$ cat config.mk
export PLATFORM = sky130hd
export DESIGN_NAME = faecl_top
export DESIGN_NICKNAME = d
export VERILOG_FILES = /design/src/faecl_pkg.sv /design/src/faecl_top.sv
export SDC_FILE = /design/constraint.sdc
export NUM_CORES = 2
export LEC_CHECK = 0
export BUFFER_PORTS_ARGS = -buffer_cell sky130_fd_sc_hd__buf_2
export CORE_UTILIZATION = 30
export DETAILED_ROUTE_END_ITERATION = 8
export PLACE_DENSITY_LB_ADDON = 0.1
export RECOVER_POWER = 100
export SKIP_LAST_GASP = 1
export SLEW_MARGIN = 20
export SYNTH_ARGS = -nofsm -noshare
export SYNTH_HDL_FRONTEND = slang
export SYNTH_SLANG_ARGS = --single-unit
$ cat constraint.sdc
create_clock -name clk -period 14 [get_ports clk]
set_clock_uncertainty 0.15 [all_clocks]
set_input_delay 0.7 -clock clk [delete_from_list [all_inputs] [get_ports clk]]
set_output_delay 0.7 -clock clk [all_outputs]
set_load 0.01 [all_outputs]
$ cat src/faecl_pkg.sv
// package for the flash arbiter with ecc error log
package faecl_pkg;
	localparam int FAECL_ROW_DATA_BYTES = 256;
	localparam int FAECL_ROW_EXTRA_BYTES = 32;
	localparam int FAECL_SECTOR_ROWS = 64;
	localparam int FAECL_NUM_ARRAYS = 4;
	localparam int FAECL_ARRAY_BYTES = 65536;
	localparam int FAECL_ADDR_W = 18;
	localparam int FAECL_ROW_W = 10;
	localparam int FAECL_NUM_LOGS = 6;
	localparam logic [11:0] FAECL_OFF_STATUS = 12'h000;
	localparam logic [11:0] FAECL_OFF_MASK = 12'h004;
	localparam logic [11:0] FAECL_OFF_LOG0 = 12'h010;
	localparam logic [11:0] FAECL_OFF_PROT = 12'h080;
	localparam logic [5:0] FAECL_MASK_RST = 6'h00;
	localparam logic [31:0] FAECL_PROT_RST = 32'h00000000;
	localparam int FAECL_LOG_VALID_BIT = 31;
	// log index assignment
	localparam int FAECL_LOG_SBE = 0;
	localparam int FAECL_LOG_MBE = 1;
	localparam int FAECL_LOG_HUBW = 2;
	localparam int FAECL_LOG_DBGP = 3;
	localparam int FAECL_LOG_BOOTP = 4;
	localparam int FAECL_LOG_ACCW = 5;
	localparam logic [1:0] FAECL_SIZE_BYTE = 2'h0;
	localparam logic [1:0] FAECL_SIZE_HALF = 2'h1;
	localparam logic [1:0] FAECL_SIZE_WORD = 2'h2;

	typedef enum logic [1:0]
	{
		FAECL_OP_READ = 2'h0,
		FAECL_OP_PROGRAM = 2'h1,
		FAECL_OP_ERASE_SECTOR = 2'h2,
		FAECL_OP_ERASE_ALL = 2'h3
	} faecl_op_t;

	typedef enum logic [2:0]
	{
		FAECL_ST_IDLE = 3'b001,
		FAECL_ST_CACHE = 3'b010,
		FAECL_ST_NVPC = 3'b100
	} faecl_state_t;

	typedef struct packed
	{
		logic req;
		faecl_op_t op;
		logic [1:0] size;
		logic [FAECL_ADDR_W-1:0] addr;
		logic [31:0] wdata;
		logic debug_host;
		logic boot_loader;
	} faecl_nvpc_req_t;

	typedef struct packed
	{
		logic req;
		logic [1:0] size;
		logic [FAECL_ADDR_W-1:0] addr;
	} faecl_cache_req_t;

	typedef struct packed
	{
		logic sel;
		logic write;
		faecl_op_t op;
		logic [1:0] size;
		logic [FAECL_ADDR_W-1:0] addr;
		logic [31:0] wdata;
	} faecl_flash_cmd_t;
endpackage

$ cat src/faecl_top.sv
// flash access arbiter, ecc fill check and error log with axi4-lite slave
// Operation
// - flash row is 256 data bytes plus 32 ecc or extra bytes
// - reads allowed at byte, halfword and word widths
// - erase by 64-row sector or whole flash; program one row
// - cache gets reads only; programming controller reads and writes
// - only one requester owns the flash at a time
// - cache request stalls while programming controller owns flash
// - programming request stalls while cache owns flash
// - cpu fetch stalls until cache fill from flash completes
// - up to four arrays of 64 KB, one arbiter for all
// - row protection gates debug host access and boot reprogram; rows 16 apart share protection bits
// - flash readable by cpu through cache and by programming controller
// - each error captured in own log, latched until cleared
// - masked error sources merge into one interrupt request
// - summary status shows all log valid bits in one read
// - reading log registers zero to five clears them
// - summary bits follow log valid bits, not stored
// - logging always on, except fill error logs need ecc_enable; mask only gates the interrupt
// - single-bit fill error corrected and logged
// - multi-bit fill error logged, data not repaired
// - write attempts through peripheral hub are logged
//
// Implementation choices: the address map and register access over AXI4-Lite.
`timescale 1ns/1ps
module faecl_top
	import faecl_pkg::*;
(
	input wire logic clk,
	input wire logic srst,
	input wire logic clk_en,
	input wire faecl_cache_req_t cache_req,
	output logic cache_gnt,
	output logic cache_done,
	output logic [31:0] cache_rdata,
	output logic cpu_fetch_stall,
	input wire faecl_nvpc_req_t nvpc_req,
	output logic nvpc_gnt,
	output logic nvpc_done,
	output logic nvpc_refused,
	output logic [31:0] nvpc_rdata,
	output faecl_flash_cmd_t flash_cmd,
	input wire logic flash_done,
	input wire logic [31:0] flash_rdata,
	input wire logic [6:0] flash_ecc,
	input wire logic ecc_enable,
	input wire logic hub_wr_attempt,
	input wire logic [FAECL_ADDR_W-1:0] hub_wr_addr,
	output logic irq,
	input wire logic [11:0] s_axi_awaddr,
	input wire logic s_axi_awvalid,
	output logic s_axi_awready,
	input wire logic [31:0] s_axi_wdata,
	input wire logic [3:0] s_axi_wstrb,
	input wire logic s_axi_wvalid,
	output logic s_axi_wready,
	output logic [1:0] s_axi_bresp,
	output logic s_axi_bvalid,
	input wire logic s_axi_bready,
	input wire logic [11:0] s_axi_araddr,
	input wire logic s_axi_arvalid,
	output logic s_axi_arready,
	output logic [31:0] s_axi_rdata,
	output logic [1:0] s_axi_rresp,
	output logic s_axi_rvalid,
	input wire logic s_axi_rready
);
	// codeword position of data bit i; powers of two hold check bits
	function automatic logic [5:0] data_pos(input int i);
		int n;
		logic [5:0] p;
		n = 0;
		p = 6'h00;
		for (int k = 3; k < 39; k++)
		begin
			if ((k & (k - 1)) != 0)
			begin
				if (n == i)
					p = 6'(k);
				n++;
			end
		end
		return p;
	endfunction

	// hamming(38,32) plus overall parity over the fetched word
	function automatic logic [6:0] ecc_gen(input logic [31:0] d);
		logic [6:0] c;
		logic [5:0] p;
		c = 7'h00;
		for (int i = 0; i < 32; i++)
		begin
			p = data_pos(i);
			for (int b = 0; b < 6; b++)
			begin
				if (p[b])
					c[b] = c[b] ^ d[i];
			end
		end
		c[6] = ^d ^ (^c[5:0]);
		return c;
	endfunction

	function automatic logic [FAECL_ROW_W-1:0] row_of(
		input logic [FAECL_ADDR_W-1:0] a);
		return a[FAECL_ADDR_W-1:8];
	endfunction

	faecl_state_t state_reg;
	faecl_state_t state_next;
	faecl_cache_req_t cache_hold_reg;
	faecl_nvpc_req_t nvpc_hold_reg;
	logic [5:0] mask_reg;
	logic [31:0] log_reg [FAECL_NUM_LOGS];
	logic [31:0] prot_reg [32];
	logic [FAECL_NUM_LOGS-1:0] log_valid;
	logic [FAECL_NUM_LOGS-1:0] log_set;
	logic [FAECL_NUM_LOGS-1:0] log_clr;
	logic [30:0] log_info [FAECL_NUM_LOGS];
	logic [6:0] syn;
	logic [6:0] ecc_calc;
	logic sbe;
	logic mbe;
	logic [31:0] fixed_data;
	logic nvpc_ok;
	logic row_dbg_lock;
	logic row_boot_lock;
	logic nvpc_write;

	// protection: bit pair per row, even debug lock, odd boot lock; rows r and r+16 in a 32-row register share a pair
	always_comb
	begin
		logic [FAECL_ROW_W-1:0] r;
		r = row_of(nvpc_req.addr);
		row_dbg_lock = prot_reg[r[FAECL_ROW_W-1:5]][{r[3:0], 1'b0}];
		row_boot_lock = prot_reg[r[FAECL_ROW_W-1:5]][{r[3:0], 1'b1}];
	end

	assign nvpc_write = nvpc_req.op != FAECL_OP_READ;
	assign nvpc_ok = !(nvpc_req.debug_host && row_dbg_lock)
		&& !(nvpc_req.boot_loader && nvpc_write && row_boot_lock);

	// arbiter: owner keeps flash until flash_done; the other waits
	always_comb
	begin
		state_next = state_reg;
		unique case (state_reg)
			FAECL_ST_IDLE:
			begin
				if (nvpc_req.req && nvpc_ok)
					state_next = FAECL_ST_NVPC;
				else if (cache_req.req)
					state_next = FAECL_ST_CACHE;
			end
			FAECL_ST_CACHE:
			begin
				if (flash_done)
					state_next = (nvpc_req.req && nvpc_ok) ? FAECL_ST_NVPC
						: cache_req.req ? FAECL_ST_CACHE : FAECL_ST_IDLE;
			end
			FAECL_ST_NVPC:
			begin
				if (flash_done)
					state_next = cache_req.req ? FAECL_ST_CACHE
						: (nvpc_req.req && nvpc_ok) ? FAECL_ST_NVPC
						: FAECL_ST_IDLE;
			end
			default:
				state_next = FAECL_ST_IDLE;
		endcase
	end

	always_ff @(posedge clk)
	begin
		if (srst)
			state_reg <= FAECL_ST_IDLE;
		else if (clk_en)
			state_reg <= state_next;
	end

	wire grant_cache = clk_en && state_next == FAECL_ST_CACHE
		&& (state_reg != FAECL_ST_CACHE || flash_done);
	wire grant_nvpc = clk_en && state_next == FAECL_ST_NVPC
		&& (state_reg != FAECL_ST_NVPC || flash_done);
	assign cache_gnt = grant_cache;
	assign nvpc_gnt = grant_nvpc;
	assign nvpc_refused = nvpc_req.req && !nvpc_ok;

	// latch requests at grant; requester may drop them afterwards
	always_ff @(posedge clk)
	begin
		if (srst)
		begin
			cache_hold_reg <= '0;
			nvpc_hold_reg <= '0;
		end
		else if (clk_en)
		begin
			if (grant_cache)
				cache_hold_reg <= cache_req;
			if (grant_nvpc)
				nvpc_hold_reg <= nvpc_req;
		end
	end

	always_comb
	begin
		flash_cmd = '0;
		if (state_reg == FAECL_ST_CACHE)
		begin
			flash_cmd.sel = 1'b1;
			flash_cmd.write = 1'b0;
			flash_cmd.op = FAECL_OP_READ;
			flash_cmd.size = cache_hold_reg.size;
			flash_cmd.addr = cache_hold_reg.addr;
		end
		else if (state_reg == FAECL_ST_NVPC)
		begin
			flash_cmd.sel = 1'b1;
			flash_cmd.write = nvpc_hold_reg.op != FAECL_OP_READ;
			flash_cmd.op = nvpc_hold_reg.op;
			flash_cmd.size = nvpc_hold_reg.size;
			flash_cmd.addr = nvpc_hold_reg.op == FAECL_OP_ERASE_SECTOR
				? {nvpc_hold_reg.addr[FAECL_ADDR_W-1:14], 14'h0000}
				: nvpc_hold_reg.op == FAECL_OP_PROGRAM
				? {nvpc_hold_reg.addr[FAECL_ADDR_W-1:8], 8'h00}
				: nvpc_hold_reg.addr;
			flash_cmd.wdata = nvpc_hold_reg.wdata;
		end
	end

	// ecc check on cache fills
	assign ecc_calc = ecc_gen(flash_rdata);
	// parity over every received bit, so a check-bit flip counts as single
	assign syn = {^{flash_rdata, flash_ecc}, ecc_calc[5:0] ^ flash_ecc[5:0]};
	wire fill_end = clk_en && state_reg == FAECL_ST_CACHE && flash_done;
	assign sbe = ecc_enable && syn[6] && syn != 7'h00;
	assign mbe = ecc_enable && !syn[6] && syn[5:0] != 6'h00;
	always_comb
	begin
		fixed_data = flash_rdata;
		for (int i = 0; i < 32; i++)
		begin
			if (sbe && syn[5:0] == data_pos(i))
				fixed_data[i] = ~flash_rdata[i];
		end
	end

	always_ff @(posedge clk)
	begin
		if (srst)
		begin
			cache_rdata <= 32'h00000000;
			cache_done <= 1'b0;
			nvpc_rdata <= 32'h00000000;
			nvpc_done <= 1'b0;
		end
		else if (clk_en)
		begin
			cache_done <= fill_end;
			nvpc_done <= state_reg == FAECL_ST_NVPC && flash_done;
			if (fill_end)
				cache_rdata <= fixed_data;
			if (state_reg == FAECL_ST_NVPC && flash_done)
				nvpc_rdata <= flash_rdata;
		end
	end

	assign cpu_fetch_stall = cache_req.req || state_reg == FAECL_ST_CACHE;

	// error log sources
	always_comb
	begin
		for (int i = 0; i < FAECL_NUM_LOGS; i++)
			log_info[i] = '0;
		log_set = '0;
		log_set[FAECL_LOG_SBE] = fill_end && sbe;
		log_info[FAECL_LOG_SBE] = 31'({syn, cache_hold_reg.addr});
		log_set[FAECL_LOG_MBE] = fill_end && mbe;
		log_info[FAECL_LOG_MBE] = 31'({syn, cache_hold_reg.addr});
		log_set[FAECL_LOG_HUBW] = clk_en && hub_wr_attempt;
		log_info[FAECL_LOG_HUBW] = 31'(hub_wr_addr);
		log_set[FAECL_LOG_DBGP] = clk_en && nvpc_req.req
			&& nvpc_req.debug_host && row_dbg_lock;
		log_info[FAECL_LOG_DBGP] = 31'(nvpc_req.addr);
		log_set[FAECL_LOG_BOOTP] = clk_en && nvpc_req.req
			&& nvpc_req.boot_loader && nvpc_write && row_boot_lock;
		log_info[FAECL_LOG_BOOTP] = 31'(nvpc_req.addr);
		log_set[FAECL_LOG_ACCW] = 1'b0;
		log_info[FAECL_LOG_ACCW] = '0;
	end

	// axi4-lite slave; single outstanding write and read
	logic aw_have_reg;
	logic w_have_reg;
	logic [11:0] awaddr_reg;
	logic [31:0] wdata_reg;
	logic [3:0] wstrb_reg;
	assign s_axi_awready = !aw_have_reg && !s_axi_bvalid;
	assign s_axi_wready = !w_have_reg && !s_axi_bvalid;
	wire wr_go = aw_have_reg && w_have_reg && !s_axi_bvalid;
	wire rd_go = s_axi_arvalid && s_axi_arready;
	assign s_axi_arready = !s_axi_rvalid;

	function automatic logic [31:0] merge(input logic [31:0] o,
		input logic [31:0] n, input logic [3:0] s);
		logic [31:0] r;
		r = o;
		for (int b = 0; b < 4; b++)
		begin
			if (s[b])
				r[8*b +: 8] = n[8*b +: 8];
		end
		return r;
	endfunction

	logic [31:0] mask_merged;
	assign mask_merged = merge({26'h0, mask_reg}, wdata_reg, wstrb_reg);

	always_ff @(posedge clk)
	begin
		if (srst)
		begin
			aw_have_reg <= 1'b0;
			w_have_reg <= 1'b0;
			awaddr_reg <= 12'h000;
			wdata_reg <= 32'h00000000;
			wstrb_reg <= 4'h0;
			s_axi_bvalid <= 1'b0;
			s_axi_bresp <= 2'h0;
		end
		else if (clk_en)
		begin
			if (s_axi_awvalid && s_axi_awready)
			begin
				aw_have_reg <= 1'b1;
				awaddr_reg <= s_axi_awaddr;
			end
			if (s_axi_wvalid && s_axi_wready)
			begin
				w_have_reg <= 1'b1;
				wdata_reg <= s_axi_wdata;
				wstrb_reg <= s_axi_wstrb;
			end
			if (wr_go)
			begin
				aw_have_reg <= 1'b0;
				w_have_reg <= 1'b0;
				s_axi_bvalid <= 1'b1;
				s_axi_bresp <= (awaddr_reg == FAECL_OFF_MASK
					|| awaddr_reg[11:7] == FAECL_OFF_PROT[11:7]) ? 2'h0 : 2'h2;
			end
			else if (s_axi_bready)
				s_axi_bvalid <= 1'b0;
		end
	end

	always_ff @(posedge clk)
	begin
		if (srst)
			mask_reg <= FAECL_MASK_RST;
		else if (clk_en && wr_go && awaddr_reg == FAECL_OFF_MASK)
			mask_reg <= mask_merged[5:0];
	end

	always_ff @(posedge clk)
	begin
		if (srst)
		begin
			for (int i = 0; i < 32; i++)
				prot_reg[i] <= FAECL_PROT_RST;
		end
		else if (clk_en && wr_go && awaddr_reg[11:7] == FAECL_OFF_PROT[11:7])
			prot_reg[awaddr_reg[6:2]] <=
				merge(prot_reg[awaddr_reg[6:2]], wdata_reg, wstrb_reg);
	end

	// read clears a log; a new event in the same cycle wins
	always_comb
	begin
		for (int i = 0; i < FAECL_NUM_LOGS; i++)
			log_clr[i] = rd_go && s_axi_araddr == FAECL_OFF_LOG0
				+ 12'(4 * i);
	end

	always_ff @(posedge clk)
	begin
		if (srst)
		begin
			for (int i = 0; i < FAECL_NUM_LOGS; i++)
				log_reg[i] <= 32'h00000000;
		end
		else if (clk_en)
		begin
			for (int i = 0; i < FAECL_NUM_LOGS; i++)
			begin
				if (log_set[i] && !log_valid[i])
					log_reg[i] <= {1'b1, log_info[i]};
				else if (log_set[i] && log_clr[i])
					log_reg[i] <= {1'b1, log_info[i]};
				else if (log_clr[i])
					log_reg[i] <= 32'h00000000;
			end
		end
	end

	always_comb
	begin
		for (int i = 0; i < FAECL_NUM_LOGS; i++)
			log_valid[i] = log_reg[i][FAECL_LOG_VALID_BIT];
	end

	always_ff @(posedge clk)
	begin
		if (srst)
		begin
			s_axi_rvalid <= 1'b0;
			s_axi_rdata <= 32'h00000000;
			s_axi_rresp <= 2'h0;
		end
		else if (clk_en)
		begin
			if (rd_go)
			begin
				s_axi_rvalid <= 1'b1;
				s_axi_rresp <= 2'h0;
				s_axi_rdata <= 32'h00000000;
				if (s_axi_araddr == FAECL_OFF_STATUS)
					s_axi_rdata <= {26'h0, log_valid};
				else if (s_axi_araddr == FAECL_OFF_MASK)
					s_axi_rdata <= {26'h0, mask_reg};
				else if (s_axi_araddr >= FAECL_OFF_LOG0
					&& s_axi_araddr < FAECL_OFF_LOG0 + 12'h018
					&& s_axi_araddr[1:0] == 2'h0)
					s_axi_rdata <= log_reg[3'(
						(s_axi_araddr - FAECL_OFF_LOG0) >> 2)];
				else if (s_axi_araddr[11:7] == FAECL_OFF_PROT[11:7])
					s_axi_rdata <= prot_reg[s_axi_araddr[6:2]];
				else
					s_axi_rresp <= 2'h2;
			end
			else if (s_axi_rready)
				s_axi_rvalid <= 1'b0;
		end
	end

	// level request, follows the log valid bits directly
	assign irq = |(log_valid & mask_reg);
endmodule

==> results_dict.tcl <==
set metrics [dict create \
    run_status "complete, but fails checks" \
    grt_use_total_pct 24.85 \
    synthesized_area_fraction_occupied_by_ao_oa_aoi_and_oai_cells_pct 5.812 \
    grt_pass1_wl_um 411600 \
    cts-buffers-inserted 167 \
    cts.repair_timing.setup_buffer_count 0 \
    drv_cap 18 \
    fp.dieW_um 489.1 \
    synth_area_leader_cell "sky130_fd_sc_hd__edfxtp_1" \
    grt_setup_unrepaired "no" \
    yosys.area_share.simple_pct 15.08 \
    number_of_flip_flops_in_the_largest_register 1024 \
    timing.critical_path.required_ns 13.15 \
    synthMuxAreaShare_pct 20.33 \
    ctsHtreeMaxLevel 4 \
    grt_antenna_before_repair 30 \
    synth_largest_type_area_fraction_pct 47.79 \
    p_leak_nw 28.46 \
    final_core_util_pct 35.30 \
    gp_congestion 0.8700 \
    sum_of_overflow_across_all_layers_after_global_routing 0 \
    tns_ns 0 \
    fraction_of_final_layout_cells_sized_beyond_drive_strength_1_pct 19.74 \
    synth-adder-area-share_pct 0 \
    clock_insertion_delay_worst_skew_ns 0.82 \
    filler_cell_count 23230 \
    cts-resized-gates 0 \
    syn_area_per_cell_um2 13.39 \
    worst_ep_arrival_time_ns 9.65 \
    via_count 49120 \
    start_kind "input pin" \
    drt-vias-per-instance 5.384 \
    die_area_um2 239200 \
    worst-setup-path-type "in2out" \
    ys_seq_area_share_pct 54.40 \
    synthToLayoutAreaGrowth_pct 16.85 \
    cts.path.max_buffers 3 \
    synth.yosys.warnings 0 \
    synth.cells.most_frequent "sky130_fd_sc_hd__and2_1 (1140), sky130_fd_sc_hd__edfxtp_1 (1133), sky130_fd_sc_hd__mux4_2 (546)" \
    hp-class "in2reg" \
    postSynthCellCount 5315 \
    slew_margin_rel_pct -178.9 \
    port-buffer-count 371 \
    yosys_reg_bits 1368 \
    die_height_um 489.1 \
    violated_checks "max-capacitance violations, max-slew violations" \
    ios 374 \
    ys_top_cells_by_area "sky130_fd_sc_hd__edfxtp_1 (48%), sky130_fd_sc_hd__mux4_2 (17%), sky130_fd_sc_hd__and2_1 (10%)" \
    edff_count_synth 1133 \
    design.final.nets 6030 \
    synth_top_family_by_area "multiplexers" \
    finalInstanceArea_um2 83180 \
    cts_num_sinks 1368 \
    max-vdd-ir-drop_mv 0.1216 \
    grt_start_max_net_pins 92 \
    post-synth-top-count-cell "sky130_fd_sc_hd__and2_1" \
    rows 178 \
    cts_root_buffer "sky130_fd_sc_hd__clkbuf_16" \
    drt-initial-drc-count 5227 \
    synth_async_sr_flop_share_pct 0 \
    clk_pin_slew_ns 0.06 \
    layout_worst_path_cycle_share_pct 74.99 \
    synth_top_flop_cell "sky130_fd_sc_hd__edfxtp_1" \
    xor_and_xnor_fraction_of_the_mapped_netlist_area_pct 1.461 \
    avgRoutedWirePerCell_um 33.09 \
    setup_viol 0 \
    placed_area_um2 77200 \
    fmaxAchievable_mhz 95.25 \
    finalMaxSlewViolations 859 \
    dpl.hpwl_um 211900 \
    drc 0 \
    timing.critical_path.fanout_max 57 \
    initial_core_utilization_pct 30.21 \
    critical_path.endpoint_type "primary output" \
    timing.final.crit_period_ns 10.50 \
    core_region_area_um2 235600 \
    final_hold_viol_count 0 \
    first_global_vias 48450 \
    powerDensity_nw_per_um2 123.9 \
    yosys.cell_types.count 82 \
    post_drt_antenna_nets 0 \
    tightestPinTransition_ns 4.183 \
    netlist_area_um2 71190 \
    drt_first_pass_iters 5 \
    drt_wl_total_um 301900 \
    cts_tree "done" \
]
==> timing repair <==
item,CTS,global route
endpoints found under the hold margin,137,0
setup endpoints to repair,0,0
hold buffers,137,0
==> cell usage in the layout (no fill, tap or decap), drive strengths merged, types with 137 or more instances in the layout <==
master / instances
mux2i: 204
a21oi: 204
nand2: 325
and2: 1140
mux4: 546
o21ai: 212
buf: 338
nor2: 277
dfxtp: 235
clkbuf: 516
edfxtp: 1133
dlygate4sd3: 137
==> logic make-up (layout without fill, tap and decap cells) <==
| family | Yosys count | count (layout) |
|---|---|---|
| AO/OA/AOI/OAI | 677 | 677 |
| AND/OR/NAND/NOR | 1958 | 1958 |
| flip-flops | 1368 | 1368 |
| multiplexers | 762 | 762 |
| other | 1 | 12 |
| buffers and inverters | 454 | 1101 |
| XOR/XNOR | 95 | 95 |
==> worst paths after layout <==
check        cells after the start  slack (ns)              to              from
max                             13        3.50       cache_gnt      nvpc_req[48]
min reg2reg                      2        0.30   wdata_reg[15]     wdata_reg[15]
max reg2reg                     11        5.98  log_reg[4][11]  prot_reg[19][15]
min                              2        0.06   log_reg[3][6]      nvpc_req[40]
==> through the flow <==
step                      power [mW]  hold slack (ns)  worst slack, ns  cells
after floorplan                5.405           0.2844            7.913   5317
after global placement         5.978           0.2888            6.920   8667
after detailed placement       5.980           0.2951            6.973   8668
after CTS                      10.41        0.0004091            6.938   9114
after global routing           10.61          0.02462            3.544   9119
final                          10.31          0.05957            3.501   9123
==> critical path, stage by stage <==
cell and delay (ns):
sky130_fd_sc_hd__buf_8 0.42, sky130_fd_sc_hd__clkbuf_1 2.12, sky130_fd_sc_hd__nor2b_1 1.66, sky130_fd_sc_hd__a22oi_1 0.26
sky130_fd_sc_hd__a21oi_1 0.50, sky130_fd_sc_hd__nor4_1 0.19, sky130_fd_sc_hd__o32ai_1 0.51, sky130_fd_sc_hd__nor4_1 0.24
sky130_fd_sc_hd__a211oi_4 0.35, sky130_fd_sc_hd__clkbuf_1 1.65, sky130_fd_sc_hd__a311oi_4 0.21, sky130_fd_sc_hd__buf_4 0.35
sky130_fd_sc_hd__clkbuf_1 0.17
==> power breakdown <==
part	total, mW	switching (mW)	leakage (nW)	internal, mW
combinational	1.28	0.807	12.2	0.469
sequential	4.64	0.106	13.6	4.54
clock	4.39	1.86	2.65	2.54
total	10.3	2.77	28.5	7.54
==> layer usage <==
layer  vias up  GRT usage [%]  part of all wire [%]
li1      21060              -                     -
met1     25770          33.79                    43
met2      1889          39.94                    47
met3       401          4.619                   6.8
met4         2          7.723                   3.1
met5         -              0                0.0040
==> area by class of cell <==
| type | count | area, um^2 | area share, % |
|---|---|---|---|
| Clock inverter | 84 | 754.5 | 0.9070 |
| Antenna cell | 9 | 22.52 | 0.02708 |
| Clock buffer | 225 | 4653 | 5.594 |
| Tap cell | 3150 | 3941 | 4.738 |
| Timing Repair Buffer | 766 | 4541 | 5.459 |
| Inverter | 26 | 102.6 | 0.1233 |
| Sequential cell | 1368 | 38730 | 46.56 |
| Multi-Input combinational cell | 3495 | 30430 | 36.59 |
(Power assumes the default switching activity.)
